## src/sesb_defines.svh

```systemverilog
`ifndef SESB_DEFINES_SVH
`define SESB_DEFINES_SVH

// Register indices; byte address is four times the index
`define SESB_IDX_REF_FAIL_SUM 6'h02
`define SESB_IDX_LOOP_EVT     6'h04
`define SESB_IDX_MON01        6'h05
`define SESB_IDX_MON23        6'h06
`define SESB_IDX_MON45        6'h07
`define SESB_IDX_MON67        6'h08
`define SESB_IDX_REF_FAIL_EN  6'h09
`define SESB_IDX_LOOP_EVT_EN  6'h0b
`define SESB_IDX_MON_EN01     6'h0c
`define SESB_IDX_MON_EN23     6'h0d
`define SESB_IDX_MON_EN45     6'h0e
`define SESB_IDX_MON_EN67     6'h0f

// Field and register widths
`define SESB_EVT_W            4
`define SESB_MON_W            4
`define SESB_REG_W            8

// Reset values
`define SESB_RST_REF_FAIL_EN  8'h00
`define SESB_RST_LOOP_EVT_EN  4'h0
`define SESB_RST_MON_EN       32'hffffffff

`endif

```

## src/sesb_pkg.sv

```systemverilog
package sesb_pkg;

  // Second-loop event pulses; bit 0 is locked
  typedef struct packed {
    logic ref_changed;
    logic holdover;
    logic lost_lock;
    logic locked;
  } sesb_loop_evt_t;

  // One reference's monitor failures; bit 0 is the cycle monitor
  typedef struct packed {
    logic precise_freq;
    logic guard_timer;
    logic coarse_freq;
    logic cycle_mon;
  } sesb_mon_t;

endpackage

```

## src/sesb_top.sv

```systemverilog
// Contract
// - Loop lock attained sets event bit 0.
// - Loop lock lost sets event bit 1.
// - Loop entering holdover sets event bit 2.
// - Loop switching reference sets event bit 3.
// - Event bits stay set until the event register is read; the read clears them.
// - Monitor failure flag reads one while failure indicated; the flag is sticky.
// - Even reference in bits 3:0, odd in 7:4; cycle, coarse, guard, precise.
// - References 0/1 at 0x05, 2/3 at 0x06, 4/5 at 0x07.
// - Reference 6 low nibble, reference 7 high nibble, at 0x08.
// - Eight-bit reference failure mask; zero suppresses that reference's interrupt.
// - Mask bit i controls reference i, bit 0 reference 0, bit 7 reference 7.
// - Summary bit i is one when reference i has a failure.
// - Event enable bits 3:0 at one let each event raise the interrupt.
// - Per-reference monitor enable, one bit per monitor type; zero masks it.
`timescale 1ns/1ps
`include "sesb_defines.svh"

module sesb_top #(
  parameter int AW = 8
) (
  input  wire logic                   pclk,      // System clock, 200 MHz
  input  wire logic                   presetn,   // Async reset, active low
  input  wire logic                   psel,      // APB select
  input  wire logic                   penable,   // APB enable
  input  wire logic                   pwrite,    // APB direction
  input  wire logic [AW-1:0]          paddr,     // APB byte address
  input  wire logic [31:0]            pwdata,    // APB write data
  input  wire logic [3:0]             pstrb,     // APB byte strobes
  output logic      [31:0]            prdata,    // APB read data
  output logic                        pready,    // APB ready
  output logic                        pslverr,   // APB error, unmapped address
  input  wire sesb_pkg::sesb_loop_evt_t loop_evt,  // Loop event pulses
  input  wire sesb_pkg::sesb_mon_t [7:0] mon_fail, // Monitor failure levels
  output logic                        irq        // Interrupt request, active high
);
  import sesb_pkg::*;

  localparam int NREF = 8;

  logic [`SESB_EVT_W-1:0]       evt_q,      evt_d;
  logic [NREF*`SESB_MON_W-1:0]  mon_q,      mon_d;
  logic [NREF-1:0]              ref_en_q,   ref_en_d;
  logic [`SESB_EVT_W-1:0]       evt_en_q,   evt_en_d;
  logic [NREF*`SESB_MON_W-1:0]  mon_en_q,   mon_en_d;
  logic [31:0]                  prdata_q,   prdata_d;
  logic                         pready_q,   pready_d;
  logic                         pslverr_q,  pslverr_d;
  logic                         irq_q,      irq_d;

  // Address decode
  wire [5:0] idx     = paddr[7:2];
  wire       aligned = (paddr[1:0] == 2'b00);
  wire sel_sum  = aligned && (idx == `SESB_IDX_REF_FAIL_SUM);
  wire sel_evt  = aligned && (idx == `SESB_IDX_LOOP_EVT);
  wire sel_ren  = aligned && (idx == `SESB_IDX_REF_FAIL_EN);
  wire sel_een  = aligned && (idx == `SESB_IDX_LOOP_EVT_EN);
  wire [3:0] sel_mon = {aligned && (idx == `SESB_IDX_MON67),
                        aligned && (idx == `SESB_IDX_MON45),
                        aligned && (idx == `SESB_IDX_MON23),
                        aligned && (idx == `SESB_IDX_MON01)};
  wire [3:0] sel_men = {aligned && (idx == `SESB_IDX_MON_EN67),
                        aligned && (idx == `SESB_IDX_MON_EN45),
                        aligned && (idx == `SESB_IDX_MON_EN23),
                        aligned && (idx == `SESB_IDX_MON_EN01)};
  wire mapped = sel_sum | sel_evt | sel_ren | sel_een | (|sel_mon) | (|sel_men);

  // Bus phases; the answer is always ready in the first access cycle
  wire setup = psel & ~penable;
  wire done  = psel & penable & pready_q;
  wire wr    = done & pwrite & pstrb[0];
  wire rd    = done & ~pwrite;

  // Per-reference summary and enabled-failure terms
  logic [NREF-1:0] ref_sum;
  logic [NREF-1:0] ref_hit;
  logic [NREF*`SESB_MON_W-1:0] mon_clr;
  logic [NREF*`SESB_MON_W-1:0] mon_in;
  genvar g;
  generate
    for (g = 0; g < NREF; g++) begin : g_ref
      assign mon_in[g*`SESB_MON_W +: `SESB_MON_W] = mon_fail[g];
      assign ref_sum[g] = |mon_q[g*`SESB_MON_W +: `SESB_MON_W];
      assign ref_hit[g] = |(mon_q[g*`SESB_MON_W +: `SESB_MON_W]
                          & mon_en_q[g*`SESB_MON_W +: `SESB_MON_W]);
    end
    for (g = 0; g < NREF/2; g++) begin : g_pair
      // Only the bits that were shown to software get cleared
      assign mon_clr[g*`SESB_REG_W +: `SESB_REG_W] =
        (rd && sel_mon[g]) ? prdata_q[`SESB_REG_W-1:0] : 8'h00;
    end
  endgenerate

  // Read mux; reserved bits read as zero
  wire [7:0] rd_mux =
    sel_sum    ? ref_sum :
    sel_evt    ? {4'h0, evt_q} :
    sel_mon[0] ? mon_q[7:0] :
    sel_mon[1] ? mon_q[15:8] :
    sel_mon[2] ? mon_q[23:16] :
    sel_mon[3] ? mon_q[31:24] :
    sel_ren    ? ref_en_q :
    sel_een    ? {4'h0, evt_en_q} :
    sel_men[0] ? mon_en_q[7:0] :
    sel_men[1] ? mon_en_q[15:8] :
    sel_men[2] ? mon_en_q[23:16] :
    sel_men[3] ? mon_en_q[31:24] : 8'h00;

  // Clear only what the read returned, so a new event in the read is kept
  wire [3:0] evt_clr = (rd && sel_evt) ? prdata_q[3:0] : 4'h0;

  assign evt_d = (evt_q & ~evt_clr) | loop_evt;
  assign mon_d = (mon_q & ~mon_clr) | mon_in;

  assign ref_en_d = (wr && sel_ren) ? pwdata[7:0] : ref_en_q;
  assign evt_en_d = (wr && sel_een) ? pwdata[3:0] : evt_en_q;
  generate
    for (g = 0; g < NREF/2; g++) begin : g_men
      assign mon_en_d[g*8 +: 8] = (wr && sel_men[g]) ? pwdata[7:0] : mon_en_q[g*8 +: 8];
    end
  endgenerate

  assign prdata_d  = (setup && !pwrite) ? {24'h0, rd_mux} : prdata_q;
  assign pready_d  = setup;
  assign pslverr_d = setup && !mapped;

  // Bit i of the reference mask gates reference i
  assign irq_d = (|(evt_q & evt_en_q)) | (|(ref_hit & ref_en_q));

  always_ff @(posedge pclk or negedge presetn) begin
    if (!presetn) begin
      evt_q    <= 4'h0;
      mon_q    <= 32'h0;
      ref_en_q <= `SESB_RST_REF_FAIL_EN;
      evt_en_q <= `SESB_RST_LOOP_EVT_EN;
      mon_en_q <= `SESB_RST_MON_EN;
    end else begin
      evt_q    <= evt_d;
      mon_q    <= mon_d;
      ref_en_q <= ref_en_d;
      evt_en_q <= evt_en_d;
      mon_en_q <= mon_en_d;
    end
  end

  always_ff @(posedge pclk or negedge presetn) begin
    if (!presetn) begin
      prdata_q  <= 32'h0;
      pready_q  <= 1'b0;
      pslverr_q <= 1'b0;
      irq_q     <= 1'b0;
    end else begin
      prdata_q  <= prdata_d;
      pready_q  <= pready_d;
      pslverr_q <= pslverr_d;
      irq_q     <= irq_d;
    end
  end

  assign prdata  = prdata_q;
  assign pready  = pready_q;
  assign pslverr = pslverr_q;
  assign irq     = irq_q;
endmodule

```

## config.mk

```make
export PLATFORM = sky130hd
export DESIGN_NAME = sesb_top
export DESIGN_NICKNAME = d
export VERILOG_FILES = /design/src/sesb_pkg.sv /design/src/sesb_top.sv
export VERILOG_INCLUDE_DIRS = /design/src /design/src/src
export SDC_FILE = /design/constraint.sdc
export NUM_CORES = 1
export LEC_CHECK = 0
export BUFFER_PORTS_ARGS = -buffer_cell sky130_fd_sc_hd__buf_2
export CAP_MARGIN = 0
export CORE_ASPECT_RATIO = 0.7
export CORE_MARGIN = 2
export CORE_UTILIZATION = 39
export CTS_CLUSTER_SIZE = 25
export DETAILED_ROUTE_END_ITERATION = 8
export HOLD_SLACK_MARGIN = 0.15
export SYNTH_ARGS = -nofsm -noshare
export SYNTH_HDL_FRONTEND = slang
export SYNTH_SLANG_ARGS = --single-unit
export TNS_END_PERCENT = 20
```

## constraint.sdc

```tcl
create_clock -name pclk -period 2.1 [get_ports pclk]
set_clock_uncertainty 0.1 [all_clocks]
set_input_delay 0.21 -clock pclk [delete_from_list [all_inputs] [get_ports pclk]]
set_output_delay 0.21 -clock pclk [all_outputs]
set_load 0.01 [all_outputs]
```

### Word-level counts from Yosys, hierarchy flattened

Index checks and enable logic that the tools add are counted.

| operators by class | value |
|---|---|
| equal/unequal tests | 12 |
| mux-type cells | 17 |
| bitwise gates (word level) | 30 |
| reductions and logical operators | 48 |

Operators by type and width:

| operator | number |
|---|---|
| 2-to-1 mux 8 bit | 16 |
| OR reduction 4 bit | 19 |
| == test 6 x 4 -> 1 bit, second input constant | 7 |
| AND 4 bit | 10 |
| AND 32 bit | 1 |
| inverter 32 bit | 1 |
| bitwise OR 32 bit | 1 |
| logical AND 1 bit | 25 |
| == test 6 x 3 -> 1 bit, second input constant | 4 |
| AND 8 bit | 1 |
| OR reduction 8 bit | 1 |
| AND 1 bit | 6 |
| == test 6 x 2 -> 1 bit, second input constant | 1 |
| bitwise OR 1 bit | 6 |
| 2-to-1 mux 4 bit | 1 |
| inverter 4 bit | 1 |
| bitwise OR 4 bit | 1 |
| zero test 1 bit | 2 |
| zero test 2 bit | 1 |
| inverter 1 bit | 2 |

| storage, ports and cells | value |
|---|---|
| bits in registers | 91 |
| output and inout port bits | 35 |
| logic and storage cells | 119 |

### Logic depth before layout (Yosys ltp)

| depth | value |
|---|---|
| depth in word-level cells | 14 |
| depth in mapped cells | 7 |
| gate-level depth less buffers | 5 |

### Least setup slack after synthesis

Ideal clock, no wire load.

| path | value |
|---|---|
| kind | input port to flip-flop |
| start point | in paddr[1] |
| end point | reg mon_en_q[16] |
| arrival time | 1.757 ns |
| data required time | 1.915 ns |
| path slack | 0.158 ns |
| stages | 6 |
| buffers on the path | 1 |
| path through | or4_4 -> nor4_2 -> and2_1 -> buf_4 -> nand3_4 -> mux2_1 |

| between the ends | value |
|---|---|
| longest elaborated chain between the ends | 3 |

Ends and longest elaborated chain:

| item | line | RTL |
|---|---|---|
| start, declared | sesb_top.sv:27 | `input wire logic [AW-1:0] paddr,` |
| zero test 2 bit | sesb_top.sv:53 | `wire aligned = (paddr[1:0] == 2'b00);` |
| logical AND 1 bit | sesb_top.sv:63 | `` aligned && (idx == `SESB_IDX_MON_EN45), `` |
| logical AND 1 bit | sesb_top.sv:119 | `assign mon_en_d[g*8 +: 8] = (wr && sel_men[g]) ? pwdata[7:0] : mon_en_q[g*8 +: 8];` |
| end signal, assigned | sesb_top.sv:136 | `` mon_en_q <= `SESB_RST_MON_EN; `` |
| end signal, assigned | sesb_top.sv:142 | `mon_en_q <= mon_en_d;` |
| end, declared | sesb_top.sv:45 | `` logic [NREF*`SESB_MON_W-1:0] mon_en_q, mon_en_d; `` |

No other way between the ends.
A chain may end at the register's enable or synchronous reset.

### Worst setup path in the final report

| path | value |
|---|---|
| start point | in penable |
| end point | reg mon_en_q[24] |

| between the ends | value |
|---|---|
| longest elaborated chain between the ends | 5 |

Ends and longest elaborated chain:

| item | line | RTL |
|---|---|---|
| start, declared | sesb_top.sv:25 | `input wire logic penable,` |
| AND 1 bit (2 in a row) | sesb_top.sv:70 | `wire done = psel & penable & pready_q;` |
| AND 1 bit (2 in a row) | sesb_top.sv:71 | `wire wr = done & pwrite & pstrb[0];` |
| logical AND 1 bit | sesb_top.sv:119 |  |

No other way between the ends.

==> impl_metrics.tcl <==
set metrics [dict create \
    critPathSlowestCell "dlygate4sd3_1" \
    cts_tree "yes" \
    grt_pass1_vias 4331 \
    cts_inserted_buffers 9 \
    syn_avg_cell_area_um2 11.0 \
    stdcell_count 763 \
    worst_ep_required_time_ps 2270 \
    routedWlPerCell_um 20.7 \
    layout-drive-gt1-share 0.373 \
    gp_congestion 0.924 \
    setup_viol 0 \
    grt_use_met2 0.363 \
    hp-class "input pin to flip-flop" \
    yosys_warnings 0 \
    totalNegativeSetupSlack_ps 0 \
    final_cell_mix "buf_2, dfrtp_1, nand2_1" \
    die_w_um 137 \
    track_usage 0.250 \
    ys_seq_elements 91 \
    cts.path.max_buffers 2 \
    root_buffer "clkbuf_16" \
    postCtsSetupBuffers 0 \
    port_buffers 68 \
    antenna_found_initial 0 \
    ioPinCount 120 \
    layout_commonest_cell "buf_2" \
    routed_wl_um 15800 \
    fin_util 0.519 \
    hpwl_um 11900 \
    vias 4272 \
    die_area_um2 13400 \
    synth_top_area_frac 0.303 \
    use_met1 0.391 \
    min_period_ps 1950 \
    drc 0 \
    syn_inst 443 \
    powerDensity_nw_per_um2 595 \
    fin_nets 681 \
    syn_area_um2 4860 \
    cp-start-kind "input pin" \
    worstPathArrival_ps 2120 \
    irDropWorstVdd_v 0.000396 \
    first_iter_violations 403 \
    synthTopCellsByArea "dfrtp_1, dfstp_2, mux2_2" \
    status "complete, no violations" \
    synth-seq-area-share 0.476 \
    start_util 0.396 \
    avgViaCountPerCell 5.60 \
    coreArea_um2 12300 \
    worst_skew_pair.late_latency_ps 340 \
    synth_top_area_cell "dfrtp_1" \
    areaGrowthSynthToFinish_pct 31.2 \
    synth.distinct_cells 54 \
    slew-limit-headroom 0.589 \
    synth_ff_type "dfrtp_1" \
    slowest_delay_ps 520 \
    drv_cap 0 \
    grt_pass1_wl_um 25000 \
    maxSlewViolCount 0 \
    synth-edff-count 0 \
    clock_sinks 91 \
    fp-row-count 34 \
    crit_fanout 8 \
    max_freq_ghz 0.512 \
    nFillCells 1115 \
    fin_crit_sh 0.930 \
    placed_cells 699 \
    end_kind "flip-flop" \
    rsz0062_at_grt "false" \
    cp_cell_sequence "dlygate4sd3_1, buf_2, nand3_2, nor4_4, and2_1, buf_4, nand3_4, mux2_1" \
    die_h_um 97.4 \
    async_flop_share 1.00 \
    diodes 0 \
    cts_max_level 3 \
    antenna_left 0 \
    p_leak_nw 2.64 \
    grt_use_met3 0.0433 \
    tightest_slew_ps 616 \
    power_mw 3.80 \
    firstDrtPassIters 5 \
    grt_max_degree 47 \
    top_usage_layer "met1" \
    clk_pin_slew_worst_paths_ps 70 \
    critPathKind "input pin to flip-flop" \
    gr-total-overflow 0 \
    hold_viol_final 0 \
]
cells in the mapped netlist (2+ instances only):
| master | count |
|---|---|
| a211o_1 | 3 |
| a21o_1 | 37 |
| a21oi_1 | 11 |
| a22o_1 | 5 |
| a22oi_1 | 24 |
| a31oi_1 | 2 |
| and2_1 | 2 |
| and3_1 | 2 |
| buf_1 | 5 |
| buf_4 | 25 |
| clkbuf_1 | 8 |
| dfrtp_1 | 59 |
| dfstp_2 | 32 |
| inv_1 | 3 |
| mux2_1 | 2 |
| mux2_2 | 49 |
| mux2i_1 | 9 |
| mux4_2 | 5 |
| nand2_1 | 56 |
| nand2_2 | 2 |
| nand2b_1 | 4 |
| nand3_1 | 8 |
| nand3_4 | 2 |
| nor2_1 | 10 |
| nor2b_1 | 7 |
| nor3_1 | 9 |
| nor4_1 | 4 |
| nor4_2 | 4 |
| o211ai_1 | 3 |
| o21ai_0 | 15 |
| o221ai_1 | 2 |
| o22ai_1 | 7 |
| o2bb2ai_1 | 2 |
| o31ai_1 | 2 |
| o41ai_1 | 3 |
| or4_1 | 2 |
sequential cells by signal (all words and copies together), names as in the netlist:
signal / count
ref_en_q: 8
evt_q: 4
mon_en_q: 32
pslverr: 1
evt_en_q: 4
pready: 1
irq: 1
mon_q: 32
prdata: 8
what timing repair did:
item,4_1_cts,5_1_grt
endpoints found under the hold margin,96,0
setup endpoints to repair,0,58
hold buffers,48,0
gates resized for setup,0,4
area by class of cell:
class	instances	area [um^2]	area share
Multi-Input combinational cell	332	2400	0.376
Sequential cell	91	2320	0.363
Timing Repair Buffer	158	1160	0.182
Clock buffer	9	225	0.0353
Tap cell	162	203	0.0318
Clock inverter	7	55.1	0.00863
Inverter	4	15.0	0.00235
report_power, final:
part	total (mW)	internal, mW	switching, mW	leakage (nW)
Combinational	0.427	0.202	0.225	1.55
Sequential	1.81	1.77	0.0377	0.945
Clock	1.56	0.823	0.733	0.143
layer usage:
metal / share of wire / wire [um]
met1: 0.50 / 7880
met2: 0.42 / 6720
met4: 0.011 / 178
met5: 0 / 0
met3: 0.066 / 1040
through the flow:
stage,worst slack [ps],hold slack [ps],area (um^2)
final,147,215,6380
after global routing,52.2,236,6380
after CTS,23.9,193,6360
after detailed placement,-170,150,5600
after global placement,-125,134,5600
after floorplan,158,-186,4950
logic make-up after synthesis:
family | count (synthesis) | synth area share
AO/OA/AOI/OAI | 125 | 0.184
AND/OR/NAND/NOR | 117 | 0.125
flip-flops | 91 | 0.476
multiplexers | 65 | 0.160
buffers and inverters | 43 | 0.0527
XOR/XNOR | 1 | 0.00180
other | 1 | 0.000771
path summary, 6_finish.rpt:
kind                                                 end                from  cells after the start  slack [ps]
worst max register to register     prdata[1]$_DFFE_PN0P_  mon_q[1]$_DFF_PN0_                      5         230
min in group asynchronous            mon_q[22]$_DFF_PN0_             presetn                      2         310
worst min register to register        evt_q[3]$_DFF_PN0_  evt_q[3]$_DFF_PN0_                      1         450
worst min-delay path                   pslverr$_DFF_PN0_                psel                      3         210
max in group asynchronous       mon_en_q[28]$_DFFE_PN1P_             presetn                      3         920
worst max-delay path            mon_en_q[24]$_DFFE_PN1P_             penable                      8         150
critical path: cells and delay by family:
| kind | cells | cell delay [ps] |
|---|---|---|
| mux | 1 | 340 |
| simple gates | 4 | 780 |
| buf+inv | 3 | 780 |
Note: power is estimated with default switching activity, not from simulation.
